==> src/logic/scc_defines.vh <==
/*
  Register offsets, field positions, reset values and timing counts of the
  serial channel. Assumes a byte address on the bus, each register one word.
*/
`ifndef SCC_DEFINES_VH
`define SCC_DEFINES_VH

`define SCC_OFS_DATA     8'h00
`define SCC_OFS_CTRL     8'h04
`define SCC_OFS_MODE0    8'h08
`define SCC_OFS_MODE1    8'h0C
`define SCC_OFS_MODE2    8'h10
`define SCC_OFS_RFC      8'h14
`define SCC_OFS_TFC      8'h18
`define SCC_OFS_DMA      8'h1C

`define SCC_CTRL_OVR     0
`define SCC_CTRL_PAR     1
`define SCC_CTRL_FRM     2
`define SCC_CTRL_RX9     3
`define SCC_CTRL_EDGE    4
`define SCC_CTRL_CKOUT   5
`define SCC_CTRL_TX9     6

`define SCC_M0_RXEN      0
`define SCC_M0_FLOW      1
`define SCC_M0_IO        2
`define SCC_M0_NINE      3
`define SCC_M0_PAREN     4
`define SCC_M0_PARODD    5

`define SCC_M2_DBL       0
`define SCC_M2_FIFO      1
`define SCC_M2_TBE       4
`define SCC_M2_RBF       5
`define SCC_M2_TX_RUNNING     6

`define SCC_SOFT_RESET_FIELD_FIRST  2'h2
`define SCC_SOFT_RESET_FIELD_SECOND 2'h1
`define SCC_REG_RST      8'h00
`define SCC_TBC_LAST     4'hF
`define SCC_MID_BIT      4'h7
`define SCC_UART_BITS    4'hA
`define SCC_IO_BITS      4'h8

`endif

==> src/logic/scc_channel.v <==
/*
  Serial channel with UART and clocked I/O modes, flow control, buffer,
  double buffer and FIFO interrupt timing, error flags, two-write soft
  reset and DMA requests, behind a classic Wishbone slave.
  Assumes rxd, cts_n and sclk are asynchronous pins and that the baud
  generator is reduced to a fixed divider of mclk.
*/
// The implementer's own choices: the register addresses and the Wishbone interface to the registers.
`timescale 1ns/1ns
`include "scc_defines.vh"

module scc_channel #(
  parameter       AW  = 2,      // Log2 of the FIFO depth.
  parameter [7:0] DIV = 8'h04   // Serial tick divider of mclk.
) (
  input  wire        mclk,        // System clock.
  input  wire        rstn,        // Asynchronous reset, active low.
  input  wire        ce,          // Clock enable, freezes all state when low.
  input  wire        wb_cyc_i,    // Wishbone cycle.
  input  wire        wb_stb_i,    // Wishbone strobe.
  input  wire        wb_we_i,     // Wishbone write enable.
  input  wire [7:0]  wb_adr_i,    // Wishbone byte address.
  input  wire [3:0]  wb_sel_i,    // Wishbone byte selects.
  input  wire [31:0] wb_dat_i,    // Wishbone write data.
  output reg  [31:0] wb_dat_o,    // Wishbone read data.
  output reg         wb_ack_o,    // Wishbone acknowledge.
  input  wire        rxd,         // Serial receive pin.
  input  wire        cts_n,       // Clear to send, high holds transmission.
  input  wire        sclk,        // Shift clock input in clocked mode.
  output reg         txd,         // Serial transmit pin.
  output reg         rx_irq,      // Receive interrupt pulse.
  output reg         tx_irq,      // Transmit interrupt pulse.
  output reg         rx_dma_req,  // Receive DMA request pulse.
  output reg         tx_dma_req   // Transmit DMA request pulse.
);
  localparam QD = 1 << AW;
  localparam [AW:0] CAPF = QD[AW:0];
  localparam [AW:0] ONE  = {{AW{1'b0}}, 1'b1};

  wire [2:0] pin_s;
  scc_sync #(.W(3)) u_sync (
    .mclk (mclk),
    .rstn (rstn),
    .ce   (ce),
    .d    ({sclk, cts_n, rxd}),
    .q    (pin_s)
  );
  wire rxd_s  = pin_s[0];
  wire cts_s  = pin_s[1];
  wire sclk_s = pin_s[2];

  reg [7:0]  ctrl_q, mode0_q, mode2_q, rfc_q, tfc_q, dma_q;
  reg        tx_en_q, sw_arm_q;
  reg        ovr_q, par_q, frm_q, rx9_q;
  reg        sclk_prev_q, rxd_prev_q;
  reg [7:0]  div_q;
  reg [3:0]  tx_cnt16_q, rx_cnt16_q;
  reg [7:0]  txq [0:QD-1];
  reg [7:0]  rxq [0:QD-1];
  reg [AW-1:0] tx_rd_q, rx_rd_q;
  reg [AW:0] tx_cnt_q, rx_cnt_q;
  reg [10:0] tx_sh_q;
  reg [3:0]  tx_bits_q, rx_bit_q;
  reg        tx_full_q, tx_busy_q, tx_sent_q;
  reg [8:0]  rx_sh_q;
  reg        rx_busy_q, rx_pend_q;
  reg [7:0]  rx_pend_w_q;
  reg        tx_chk_q, rx_chk_q;

  wire uart   = ~mode0_q[`SCC_M0_IO];
  wire io     = mode0_q[`SCC_M0_IO];
  wire rx_en  = mode0_q[`SCC_M0_RXEN];
  wire fifo   = mode2_q[`SCC_M2_FIFO];
  wire dbl    = mode2_q[`SCC_M2_DBL] & ~fifo;
  wire sgl    = ~mode2_q[`SCC_M2_DBL] & ~fifo;
  wire ckout  = ctrl_q[`SCC_CTRL_CKOUT];
  wire extra  = mode0_q[`SCC_M0_NINE] | mode0_q[`SCC_M0_PAREN];
  wire [AW:0] cap = fifo ? CAPF : ONE;

  // Bus decode; side effects happen at the edge that raises the acknowledge.
  wire acc    = wb_cyc_i & wb_stb_i & ~wb_ack_o;
  wire wr     = acc & wb_we_i & wb_sel_i[0];
  wire rd     = acc & ~wb_we_i;
  wire a_data = (wb_adr_i == `SCC_OFS_DATA);
  wire a_ctrl = (wb_adr_i == `SCC_OFS_CTRL);
  wire a_m2   = (wb_adr_i == `SCC_OFS_MODE2);
  wire [7:0] wd = wb_dat_i[7:0];

  wire swr     = wr & a_m2 & sw_arm_q & (wd[3:2] == `SCC_SOFT_RESET_FIELD_SECOND);
  wire tx_push = wr & a_data & (tx_cnt_q != cap);
  wire rx_pop  = rd & a_data & (rx_cnt_q != {(AW+1){1'b0}});
  wire flg_clr = rd & a_ctrl;

  // Serial tick and transmit bit clock.
  wire tick = (div_q == DIV - 8'h01);
  wire tbc  = tick & (tx_cnt16_q == `SCC_TBC_LAST);

  wire sclk_rise = sclk_s & ~sclk_prev_q;
  wire sclk_fall = ~sclk_s & sclk_prev_q;
  wire io_edge   = io & (ctrl_q[`SCC_CTRL_EDGE] ? sclk_rise : sclk_fall);

  // Transmit path.
  wire hold     = mode0_q[`SCC_M0_FLOW] & cts_s;
  wire tx_load  = tx_en_q & ~tx_full_q & (tx_cnt_q != {(AW+1){1'b0}});
  wire tx_adv_u = tbc & uart & tx_full_q & (tx_busy_q | ~hold);
  wire tx_fin_u = tx_adv_u & tx_busy_q & (tx_bits_q == 4'h0);
  wire tx_adv_i = io_edge & tx_en_q & tx_full_q;
  wire tx_fin_i = tx_adv_i & (tx_bits_q == 4'h1);
  wire tx_fin   = tx_fin_u | tx_fin_i;
  wire tx_und   = io_edge & tx_en_q & ~tx_full_q & tx_sent_q & ~ckout & ~fifo;
  wire [7:0] tx_word = txq[tx_rd_q];
  wire tx_par   = ^tx_word ^ mode0_q[`SCC_M0_PARODD];
  wire tx_ninth = mode0_q[`SCC_M0_NINE] ? ctrl_q[`SCC_CTRL_TX9] : tx_par;
  wire [AW-1:0] tx_wi = tx_rd_q + tx_cnt_q[AW-1:0];

  wire tx_hit = tx_chk_q & (tfc_q[3] ? (tx_cnt_q <= tfc_q[AW:0])
                                     : (tx_cnt_q == tfc_q[AW:0]));
  wire tx_ev  = (dbl & tx_load)
              | (sgl & tx_adv_u & tx_busy_q & (tx_bits_q == 4'h1))
              | (sgl & tx_fin_i)
              | tx_hit;

  // Receive path.
  wire rx_start = uart & rx_en & ~rx_busy_q & rxd_prev_q & ~rxd_s;
  wire rx_mid   = uart & rx_busy_q & tick & (rx_cnt16_q == `SCC_MID_BIT);
  wire [3:0] rx_stop_ix = extra ? 4'hA : 4'h9;
  wire rx_par_s = rx_mid & (rx_bit_q == 4'h9) & extra;
  wire rx_stop  = rx_mid & (rx_bit_q == rx_stop_ix);
  wire rx_io    = io_edge & rx_en;
  wire rx_fin   = rx_stop | (rx_io & (rx_bit_q == 4'h7));
  wire [7:0] rx_word = uart ? rx_sh_q[8:1] : {rxd_s, rx_sh_q[8:2]};
  wire rx_room  = (rx_cnt_q != cap) | rx_pop;
  wire rx_hold  = rx_fin & ~rx_room & io & mode2_q[`SCC_M2_DBL] & ~fifo & ~rx_pend_q;
  wire rx_ovr   = rx_fin & ~rx_room & ~rx_hold & ~(io & ckout);
  wire rx_fpush = rx_fin & rx_room;
  wire rx_mv    = rx_pop & rx_pend_q & ~fifo & ~rx_fpush;
  wire rx_push  = rx_fpush | rx_mv;
  wire [7:0] rx_pw = rx_mv ? rx_pend_w_q : rx_word;
  wire [AW-1:0] rx_wi = rx_rd_q + rx_cnt_q[AW-1:0];
  wire rx_par_err = rx_par_s & ~mode0_q[`SCC_M0_NINE]
                  & (rxd_s != (^rx_sh_q[8:1] ^ mode0_q[`SCC_M0_PARODD]));
  wire rx_hit = rx_chk_q & (rfc_q[3] ? (rx_cnt_q >= rfc_q[AW:0])
                                     : (rx_cnt_q == rfc_q[AW:0]));
  wire rx_ev  = (~fifo & rx_push) | rx_hit;

  // Bus answer: acknowledge one cycle after the request, data registered.
  always @(posedge mclk or negedge rstn) begin
    if (!rstn) begin
      wb_ack_o <= 1'b0;
      wb_dat_o <= 32'h0000_0000;
    end else if (ce) begin
      wb_ack_o <= acc;
      if (rd) begin
        case (wb_adr_i)
          `SCC_OFS_DATA:  wb_dat_o <= {24'h00_0000, rxq[rx_rd_q]};
          `SCC_OFS_CTRL:  wb_dat_o <= {24'h00_0000, ctrl_q[7:4], rx9_q, frm_q, par_q, ovr_q};
          `SCC_OFS_MODE0: wb_dat_o <= {24'h00_0000, mode0_q};
          `SCC_OFS_MODE1: wb_dat_o <= {31'h0000_0000, tx_en_q};
          `SCC_OFS_MODE2: wb_dat_o <= {25'h000_0000, tx_busy_q,
                                      rx_cnt_q != {(AW+1){1'b0}},
                                      tx_cnt_q == {(AW+1){1'b0}}, 2'h0, mode2_q[1:0]};
          `SCC_OFS_RFC:   wb_dat_o <= {24'h00_0000, rfc_q};
          `SCC_OFS_TFC:   wb_dat_o <= {24'h00_0000, tfc_q};
          `SCC_OFS_DMA:   wb_dat_o <= {24'h00_0000, dma_q};
          default:        wb_dat_o <= 32'h0000_0000;
        endcase
      end
    end
  end

  // Settings, kept across a soft reset except the receive and transmit enables, which it clears.
  always @(posedge mclk or negedge rstn) begin
    if (!rstn) begin
      ctrl_q   <= `SCC_REG_RST;
      mode0_q  <= `SCC_REG_RST;
      mode2_q  <= `SCC_REG_RST;
      rfc_q    <= `SCC_REG_RST;
      tfc_q    <= `SCC_REG_RST;
      dma_q    <= `SCC_REG_RST;
      tx_en_q  <= 1'b0;
      sw_arm_q <= 1'b0;
    end else if (ce) begin
      if (wr & a_ctrl)
        ctrl_q <= {1'b0, wd[6:4], 4'h0};
      if (wr & (wb_adr_i == `SCC_OFS_MODE0))
        mode0_q <= {2'h0, wd[5:0]};
      else if (swr)
        mode0_q[`SCC_M0_RXEN] <= 1'b0;
      if (wr & (wb_adr_i == `SCC_OFS_MODE1))
        tx_en_q <= wd[0];
      else if (swr)
        tx_en_q <= 1'b0;
      if (wr & a_m2) begin
        mode2_q  <= {6'h00, wd[1:0]};
        sw_arm_q <= (wd[3:2] == `SCC_SOFT_RESET_FIELD_FIRST);
      end
      if (wr & (wb_adr_i == `SCC_OFS_RFC))
        rfc_q <= {4'h0, wd[3:0]};
      if (wr & (wb_adr_i == `SCC_OFS_TFC))
        tfc_q <= {4'h0, wd[3:0]};
      if (wr & (wb_adr_i == `SCC_OFS_DMA))
        dma_q <= {6'h00, wd[1:0]};
    end
  end

  // Channel state; a soft reset clears the queues, the shifter control and the ovr, par and frm flags, not the bit clock or rx9_q.
  always @(posedge mclk or negedge rstn) begin
    if (!rstn) begin
      sclk_prev_q <= 1'b1;
      rxd_prev_q  <= 1'b1;
      div_q       <= 8'h00;
      tx_cnt16_q  <= 4'h0;
      rx_cnt16_q  <= 4'h0;
      tx_rd_q     <= {AW{1'b0}};
      rx_rd_q     <= {AW{1'b0}};
      tx_cnt_q    <= {(AW+1){1'b0}};
      rx_cnt_q    <= {(AW+1){1'b0}};
      tx_sh_q     <= 11'h7FF;
      tx_bits_q   <= 4'h0;
      tx_full_q   <= 1'b0;
      tx_busy_q   <= 1'b0;
      tx_sent_q   <= 1'b0;
      rx_sh_q     <= 9'h000;
      rx_bit_q    <= 4'h0;
      rx_busy_q   <= 1'b0;
      rx_pend_q   <= 1'b0;
      rx_pend_w_q <= 8'h00;
      ovr_q       <= 1'b0;
      par_q       <= 1'b0;
      frm_q       <= 1'b0;
      rx9_q       <= 1'b0;
      tx_chk_q    <= 1'b0;
      rx_chk_q    <= 1'b0;
      txd         <= 1'b1;
      tx_irq      <= 1'b0;
      rx_irq      <= 1'b0;
      tx_dma_req  <= 1'b0;
      rx_dma_req  <= 1'b0;
    end else if (ce) begin
      sclk_prev_q <= sclk_s;
      rxd_prev_q  <= rxd_s;
      div_q       <= tick ? 8'h00 : div_q + 8'h01;
      if (tick)
        tx_cnt16_q <= tx_cnt16_q + 4'h1;
      tx_irq     <= tx_ev & ~swr;
      rx_irq     <= rx_ev & ~swr;
      tx_dma_req <= tx_ev & ~swr & dma_q[1];
      rx_dma_req <= rx_ev & ~swr & dma_q[0];
      tx_chk_q   <= fifo & (tx_push | tx_fin);
      rx_chk_q   <= fifo & (rx_fpush | rx_pop);
      // Flags: a set in the cycle of a clearing read wins.
      ovr_q <= rx_ovr | (ovr_q & ~flg_clr);
      par_q <= rx_par_err | tx_und | (par_q & ~flg_clr);
      frm_q <= (rx_stop & ~rxd_s) | (frm_q & ~flg_clr);
      if (rx_par_s)
        rx9_q <= rxd_s;
      // Transmit queue; a non-empty count means the buffer holds a word.
      if (tx_push)
        txq[tx_wi] <= wd;
      if (tx_load)
        tx_rd_q <= tx_rd_q + {{(AW-1){1'b0}}, 1'b1};
      tx_cnt_q <= tx_cnt_q + (tx_push ? ONE : {(AW+1){1'b0}})
                           - (tx_load ? ONE : {(AW+1){1'b0}});
      if (tx_load) begin
        tx_full_q <= 1'b1;
        tx_sh_q   <= uart ? (extra ? {1'b1, tx_ninth, tx_word, 1'b0}
                                   : {2'h3, tx_word, 1'b0})
                          : {3'h7, tx_word};
        tx_bits_q <= uart ? (extra ? `SCC_UART_BITS + 4'h1 : `SCC_UART_BITS)
                          : `SCC_IO_BITS;
      end else if (tx_fin_u) begin
        tx_busy_q <= 1'b0;
        tx_full_q <= 1'b0;
        txd       <= 1'b1;
      end else if (tx_adv_u | tx_adv_i) begin
        txd       <= tx_sh_q[0];
        tx_sh_q   <= {1'b1, tx_sh_q[10:1]};
        tx_bits_q <= tx_bits_q - 4'h1;
        tx_busy_q <= ~tx_fin_i;
        tx_full_q <= ~tx_fin_i;
        tx_sent_q <= 1'b1;
      end else if (tx_und) begin
        txd <= 1'b1;
      end
      // Receive shifter, UART framing sampled at the bit middle.
      if (rx_start) begin
        rx_busy_q  <= 1'b1;
        rx_cnt16_q <= 4'h0;
        rx_bit_q   <= 4'h0;
      end else if (rx_busy_q & tick) begin
        rx_cnt16_q <= rx_cnt16_q + 4'h1;
        if (rx_mid) begin
          rx_bit_q <= rx_bit_q + 4'h1;
          if ((rx_bit_q == 4'h0) & rxd_s)
            rx_busy_q <= 1'b0;
          if ((rx_bit_q != 4'h0) & (rx_bit_q < 4'h9))
            rx_sh_q <= {rxd_s, rx_sh_q[8:1]};
          if (rx_stop)
            rx_busy_q <= 1'b0;
        end
      end else if (rx_io) begin
        rx_sh_q  <= {rxd_s, rx_sh_q[8:1]};
        rx_bit_q <= (rx_bit_q == 4'h7) ? 4'h0 : rx_bit_q + 4'h1;
      end
      if (uart & rx_stop)
        rx_sh_q <= {1'b0, rx_sh_q[8:1]};
      // Receive queue and the pending word of clocked double buffering.
      if (rx_push)
        rxq[rx_wi] <= rx_pw;
      if (rx_pop)
        rx_rd_q <= rx_rd_q + {{(AW-1){1'b0}}, 1'b1};
      rx_cnt_q <= rx_cnt_q + (rx_push ? ONE : {(AW+1){1'b0}})
                           - (rx_pop ? ONE : {(AW+1){1'b0}});
      if (rx_hold) begin
        rx_pend_q   <= 1'b1;
        rx_pend_w_q <= rx_word;
      end else if (rx_mv) begin
        rx_pend_q <= 1'b0;
      end
      if (swr) begin
        tx_rd_q   <= {AW{1'b0}};
        rx_rd_q   <= {AW{1'b0}};
        tx_cnt_q  <= {(AW+1){1'b0}};
        rx_cnt_q  <= {(AW+1){1'b0}};
        tx_full_q <= 1'b0;
        tx_busy_q <= 1'b0;
        tx_sent_q <= 1'b0;
        tx_bits_q <= 4'h0;
        rx_busy_q <= 1'b0;
        rx_bit_q  <= 4'h0;
        rx_pend_q <= 1'b0;
        ovr_q     <= 1'b0;
        par_q     <= 1'b0;
        frm_q     <= 1'b0;
        tx_chk_q  <= 1'b0;
        rx_chk_q  <= 1'b0;
        txd       <= 1'b1;
      end
    end
  end
endmodule // scc_channel

==> src/logic/scc_sync.v <==
/*
  Two-flop synchroniser for a group of pins.
  Assumes the inputs are asynchronous to mclk and are single-bit levels.
*/
`timescale 1ns/1ns
module scc_sync #(
  parameter W = 3
) (
  input  wire         mclk,  // System clock.
  input  wire         rstn,  // Asynchronous reset, active low.
  input  wire         ce,    // Clock enable.
  input  wire [W-1:0] d,     // Asynchronous inputs.
  output reg  [W-1:0] q      // Synchronised outputs.
);
  reg [W-1:0] meta_q;

  always @(posedge mclk or negedge rstn) begin
    if (!rstn) begin
      meta_q <= {W{1'b1}};
      q      <= {W{1'b1}};
    end else if (ce) begin
      meta_q <= d;
      q      <= meta_q;
    end
  end
endmodule // scc_sync

==> config.mk <==
export PLATFORM = sky130hd
export DESIGN_NAME = scc_channel
export DESIGN_NICKNAME = d
export VERILOG_FILES = /design/src/logic/scc_channel.v /design/src/logic/scc_sync.v
export VERILOG_INCLUDE_DIRS = /design/src /design/src/logic
export SDC_FILE = /design/constraint.sdc
export NUM_CORES = 1
export LEC_CHECK = 0
export BUFFER_PORTS_ARGS = -buffer_cell sky130_fd_sc_hd__buf_2
export CORE_MARGIN = 2
export CORE_UTILIZATION = 55
export DETAILED_ROUTE_END_ITERATION = 10
export PLACE_DENSITY = 0.75
export SYNTH_ARGS = -nofsm -noshare
export SYNTH_HDL_FRONTEND = slang
export SYNTH_SLANG_ARGS = --single-unit
==> constraint.sdc <==
create_clock -name mclk -period 6.6 [get_ports mclk]
set_input_delay 1.32 -clock mclk [delete_from_list [all_inputs] [get_ports mclk]]
set_output_delay 1.32 -clock mclk [all_outputs]
set_load 0.1 [all_outputs]
==> flow_metrics.tcl, run 1 <==
set metrics [dict create \
    crit_chain "buf_2 -> or3_1 -> nor4_4 -> buf_4 -> nand3_1 -> inv_1 -> nor2_1 -> or2_1 -> ha_1 -> inv_1 -> ha_1 -> inv_1 -> fa_1 -> xor2_1 -> o21ai_0 -> nand2_1 -> o21ai_0" \
    die_w_um 133 \
    rsz0062_at_grt "no" \
    max-cap-violations 0 \
    fp.dieH_um 133 \
    critical_path.most_common_cell "inv_1" \
    cts_max_level 4 \
    grt-ovfl-total 0 \
    grt_pass1_wl_um 33300 \
    gp_congestion 0.881 \
    ios 91 \
    clkPwrFrac_pct 41.9 \
    setup_viol 0 \
    grt_max_degree 73 \
    viasPerCell 6.05 \
    endpoint_kind "flop" \
    finalPower_w 0.00249 \
    fmax_mhz 241 \
    synth_xor_area_share_pct 3.18 \
    synth_edf_count 64 \
    fin_tns_setup_ps 0 \
    rows 46 \
    crit_buf_inv 5 \
    coreArea_um2 16000 \
    dpl_worst_slack_ps 2030 \
    r2r_cells 16 \
    portBuffers 39 \
    grt_pass1_vias 6299 \
    hold_viol_final 0 \
    cts_tree "yes" \
    worstSetupPathType "input port to flop" \
    slowest_stage "or3_1" \
    syn-mean-instance-area_um2 11.9 \
    drt-initial-drc-count 604 \
    areaGrowthSynthToFinish_pct 10.3 \
    synthSimpleGateAreaFrac_pct 12.8 \
    p_sw_share_pct 25.4 \
    worstPathMaxFanout 10 \
    antenna_found_initial 0 \
    netlist_area_um2 9080 \
    cp_top_family "simple AND/OR/NAND/NOR gates" \
    hpwlAfterDp_um 14100 \
    p_comb_share_pct 8.8 \
    p_per_area_nw_per_um2 249 \
    r2r-start "div_q[0]" \
    grtUsageTotal_pct 24.3 \
    synth-seq-cells 180 \
    max_slew_margin_pct 25.1 \
    setup.worst_path.start "wb_adr_i[5]" \
    hp-class "flop to flop" \
    power_frac_seq_pct 49.3 \
    fillers 1240 \
    ir_drop_mv 0.212 \
    r2r_slack_ps 2680 \
    synth.area.mux_share_pct 12.0 \
    root_buffer "clkbuf_16" \
    worst_pin_slew_ps 1120 \
    diodes 0 \
    drtAntennaViolNets 0 \
    cp_num_cells 17 \
    synth_top_family_by_area "simple AND/OR/NAND/NOR gates" \
    worstSetupEndpoint "rx_cnt_q[2]" \
    r2r_end "rx_cnt_q[2]" \
    switching_power_w 0.000634 \
    arrival_ps 4460 \
    die_area_um2 17600 \
    firstDrtPassIters 6 \
    synth_fa_ha_area_share_pct 3.20 \
    netlist_instances 763 \
    path_clk_slew_ps 70 \
    wl_per_cell_um 19.8 \
    ys_types 74 \
    start_kind "input port" \
    finalNetCount 876 \
    skew_ps 9.25 \
    routed_wl_um 20400 \
    final_cell_mix "dfrtp_1, nand2_1, edfxtp_1" \
    start_util_pct 56.8 \
    ctsResizeCount 0 \
    p_int_w 0.00186 \
    postCtsSetupBuffers 0 \
    placed_cells 998 \
    crit_path_max_incr_delay_ps 440 \
    min_period_over_period_pct 62.8 \
    worstSkewPairLatency_ps 430 \
    final_common_cell "dfrtp_1" \
    fin_crit_ps 4150 \
    worst_slack_ps 2450 \
    cts_made_buffers 17 \
    status "finished clean" \
    cts.sinks 180 \
    leakage_nw 4.25 \
    synth_compound_area_share_pct 10.7 \
    required_ps 6920 \
    drc 0 \
    yosysSeqAreaShare_pct 53.4 \
    async_reset_ff_share_pct 64.4 \
    ys_warn_count 0 \
    slew_viol_final 0 \
    hold_slack_ps 470 \
    ctsHoldBuffers 0 \
    synth_ff_type "dfrtp_1" \
    dr_total_vias 6227 \
    instances_no_fill 1030 \
    clock_path_buffers 2 \
    layout-drive-gt1-share_pct 24.2 \
]
==> worst register-to-register path, cell delays in order (launching register included) <==
cell	delay [ps]
dfrtp_1	410
ha_1	270
or4b_2	670
nor3_4	340
nand3_2	190
nand2_1	170
a21oi_1	80
or2_1	310
ha_1	300
inv_1	60
ha_1	130
inv_1	50
fa_1	380
xor2_1	190
o21ai_0	100
nand2_1	100
o21ai_0	70
==> sequential cells by signal (all words and copies together), names as in the netlist, 3 cells and up <==
signal and cells:
tx_cnt_q 3, rfc_q 4, wb_dat_o 8, tx_bits_q 4, tfc_q 4, rx_pend_w_q 8, u_sync.q 3, rxq 32
tx_cnt16_q 4, rx_sh_q 8, mode0_q 6, txq 32, ctrl_q 3, u_sync.meta_q 3, rx_cnt_q 3, rx_cnt16_q 4
div_q 8, tx_sh_q 10, rx_bit_q 4
==> power groups by stage <==
stage               combinational, W  clock, W  sequential, W
floorplan                   0.000174         0        0.00124
global placement            0.000208         0        0.00124
detailed placement          0.000219         0        0.00125
CTS                         0.000221   0.00106        0.00123
global route                0.000239   0.00110        0.00123
finish                      0.000220   0.00104        0.00123
==> worst min path at each step <==
stage                        startpoint  slack (ps)             to  cells after the start
after floorplan           tx_cnt16_q[3]         440  tx_cnt16_q[3]                      1
after global placement       tx_sh_q[7]         450     tx_sh_q[7]                      2
after detailed placement     tx_sh_q[8]         460     tx_sh_q[8]                      2
after CTS                    tx_sh_q[8]         470     tx_sh_q[8]                      2
after global routing         tx_sh_q[8]         500     tx_sh_q[8]                      2
final                        tx_sh_q[8]         470     tx_sh_q[8]                      2
==> synth_stat cells (3+ instances only) <==
master	count	area, µm²
xor2_1	7	61.3
buf_2	3	15.0
nand3_1	16	80.1
or3_1	5	31.3
and3b_1	3	26.3
nor4_1	7	43.8
mux4_2	16	360
clkbuf_1	21	78.8
o31ai_1	5	37.5
nand3b_1	3	22.5
nor2b_1	7	43.8
nor2_1	33	124
o31a_1	3	26.3
nand2_1	78	293
inv_1	29	109
nor3_1	9	45.0
nand2b_1	6	37.5
a22o_1	6	52.6
dfstp_2	19	499
a21oi_1	31	155
nand4_1	4	25.0
and3_1	10	62.6
o21ai_1	3	15.0
o21ai_0	53	265
a22oi_1	4	30.0
mux2_2	57	642
buf_4	26	195
ha_1	20	250
a21o_1	12	90.1
o22ai_1	4	25.0
dfrtp_1	97	2430
mux2i_1	9	90.1
edfxtp_1	64	1920
or4b_2	3	30.0
and2_1	3	18.8
a222oi_1	6	60.1
xnor2_1	26	228
or2_2	3	18.8
o2bb2ai_1	6	52.6
buf_1	4	15.0
==> layout make-up <==
type,count,area (µm²),share of cell area [%]
timing repair buffer,51,288,2.87
inverter,29,109,1.09
sequential,180,4850,48.4
clock inverter,13,174,1.74
clock buffer,19,433,4.32
tap,216,270,2.70
multi-input combinational,522,3900,38.9
==> metal layers <==
| layer | vias to the layer above | routed length (µm) | GRT usage [%] |
|---|---|---|---|
| li1 | 2823 | - | - |
| met1 | 3169 | 8560 | 32.1 |
| met2 | 204 | 10500 | 40.6 |
| met3 | 31 | 1030 | 4.90 |
| met4 | 0 | 346 | 7.65 |
| met5 | - | 0 | 0 |
==> cells by family after synthesis <==
| logic type | count (synthesis) |
|---|---|
| flip-flops | 180 |
| multiplexers | 82 |
| buffers and inverters | 84 |
| AO/OA/AOI/OAI | 149 |
| XOR/XNOR | 33 |
| AND/OR/NAND/NOR | 212 |
| other | 1 |
| adder cells (fa/ha/maj) | 22 |
==> metrics by stage <==
step / util, % / area (µm²)
final: 62.6 / 10000
after global routing: 62.6 / 10000
after CTS: 62.6 / 10000
after detailed placement: 58.8 / 9410
after global placement: 58.8 / 9410
after floorplan: - / 9170
Note: power is estimated with default switching activity, not from simulation.
==> inputs of run 2 (changes only) <==
--- a/config.mk
+++ b/config.mk
@@ -8,9 +8,9 @@
 export LEC_CHECK = 0
 export BUFFER_PORTS_ARGS = -buffer_cell sky130_fd_sc_hd__buf_2
 export CORE_MARGIN = 2
-export CORE_UTILIZATION = 55
+export CORE_UTILIZATION = 54
 export DETAILED_ROUTE_END_ITERATION = 10
-export PLACE_DENSITY = 0.75
+export PLACE_DENSITY = 0.77
 export SYNTH_ARGS = -nofsm -noshare
 export SYNTH_HDL_FRONTEND = slang
 export SYNTH_SLANG_ARGS = --single-unit
==> constraint.sdc (replaced) <==
create_clock -name mclk -period 3.5 [get_ports mclk]
set_input_delay 0.7 -clock mclk [delete_from_list [all_inputs] [get_ports mclk]]
set_output_delay 0.7 -clock mclk [all_outputs]
set_load 0.1 [all_outputs]
==> flow_metrics.tcl, run 2 (synthesis gave the netlist of run 1 again) <==
set metrics [dict create \
    status "finished clean" \
    root_buffer "clkbuf_16" \
    fillers 1269 \
    cts_made_buffers 17 \
    hp-class "input port to asynchronous set/reset pin" \
    max-cap-violations 0 \
    drtAntennaViolNets 0 \
    skew_ps 7.88 \
    hpwlAfterDp_um 14400 \
    required_ps 3830 \
    max_slew_margin_pct 30.6 \
    grt-ovfl-total 0 \
    drc 0 \
    setup.worst_path.start "div_q[0]" \
    arrival_ps 3630 \
    grt_pass1_vias 6229 \
    rsz0062_at_grt "no" \
    path_clk_slew_ps 70 \
    die_area_um2 17900 \
    worstPathMaxFanout 6 \
    cts_max_level 4 \
    r2r-start "div_q[0]" \
    viasPerCell 5.82 \
    grtUsageTotal_pct 24.4 \
    coreArea_um2 16500 \
    fin_crit_ps 3300 \
    cts.sinks 180 \
    worst_slack_ps 200 \
    ir_drop_mv 0.380 \
    grt_max_degree 73 \
    areaGrowthSynthToFinish_pct 13.4 \
    worst_pin_slew_ps 1040 \
    cts_tree "yes" \
    p_per_area_nw_per_um2 466 \
    fin_tns_setup_ps 0 \
    gp_congestion 0.866 \
    firstDrtPassIters 5 \
    fmax_mhz 303 \
    routed_wl_um 20500 \
    grt_pass1_wl_um 33300 \
    layout-drive-gt1-share_pct 28.0 \
    slew_viol_final 0 \
    hold_viol_final 0 \
    wl_per_cell_um 19.3 \
    start_util_pct 55.0 \
    final_cell_mix "dfrtp_1, nand2_1, edfxtp_1" \
    worstSkewPairLatency_ps 440 \
    min_period_over_period_pct 94.3 \
    start_kind "flop" \
    worstSetupPathType "flop to flop" \
    leakage_nw 4.42 \
    ios 91 \
    drt-initial-drc-count 596 \
    clock_path_buffers 2 \
    diodes 0 \
    endpoint_kind "flop" \
    rows 47 \
    portBuffers 39 \
    setup_viol 0 \
    finalNetCount 905 \
    dr_total_vias 6182 \
    dpl_worst_slack_ps 109 \
    fp.dieH_um 134 \
    antenna_found_initial 0 \
    final_common_cell "dfrtp_1" \
    reg_top3 "rxq: 32 flops, txq: 32 flops, tx_sh_q: 10 flops" \
    die_w_um 134 \
]
==> run 2: changes by cell type in the layout (fill, tap and decap cells not counted), moves of 2 or more <==
cell        change
clkinv_4        -3
inv_8           +5
clkbuf_1        -2
buf_4          +29
clkinvlp_4      -2
==> run 2: final timing paths <==
| kind | cells after the start | slack (ps) | end |
|---|---|---|---|
| setup / recovery | 16 | 200 | rx_cnt_q[2] |
| min in group mclk | 1 | 470 | wb_dat_o[5] |
| setup reg to reg | 16 | 200 | rx_cnt_q[2] |
| hold reg to reg | 1 | 470 | wb_dat_o[5] |
| max in group asynchronous | 2 | 2180 | rx_sh_q[5] |
| hold / removal | 1 | 120 | tx_cnt_q[0] |
==> run 2: per-stage QoR <==
stage | utilization (%) | cell area (µm²) | hold WS [ps] | instances | total power, W
after floorplan | - | 9190 | 404 | 786 | 0.00267
after global placement | 58.4 | 9660 | 454 | 1030 | 0.00277
after detailed placement | 58.4 | 9660 | 456 | 1030 | 0.00278
after CTS | 62.3 | 10300 | 121 | 1062 | 0.00482
after global routing | 62.3 | 10300 | 135 | 1063 | 0.00496
final | 62.3 | 10300 | 124 | 1063 | 0.00480
==> run 2: layout make-up <==
type	count	area, µm²	share of cell area [%]
clock inverter	15	210	2.04
tap	220	275	2.67
inverter	29	109	1.06
sequential	180	4850	47.1
multi-input combinational	522	3930	38.1
clock buffer	17	425	4.13
timing repair buffer	80	505	4.91
==> run 2: layer usage <==
layer,GRT usage [%],vias to the layer above,routed length (µm)
met5,0,-,0
met4,8.33,0,434
met3,6.51,35,1270
met2,41.6,192,10500
met1,30.2,3076,8320
li1,-,2879,-
==> run 2: critical path: stages (launching register included) <==
cell and delay (ps):
dfrtp_1 370, ha_2 220, or4b_4 500, nor3_4 230
nand3_2 150, nand2_2 140, a21oi_1 60, or2_1 260
ha_1 280, inv_1 60, ha_1 130, inv_1 50
fa_2 330, xor2_1 170, o21ai_1 80, nand2_1 70
o21ai_0 70
==> run 2: report_power, final <==
group / internal, W / switching [W]
clock: 0.00116 / 0.000894
sequential: 0.00224 / 0.0000612
combinational: 0.000144 / 0.000297
total: 0.00355 / 0.00125
==> run 2: timing repair <==
item	4_1_cts	5_1_grt
setup buffers	0	1
gates resized for setup	0	1
hold buffers	0	0
setup endpoints to repair	0	1
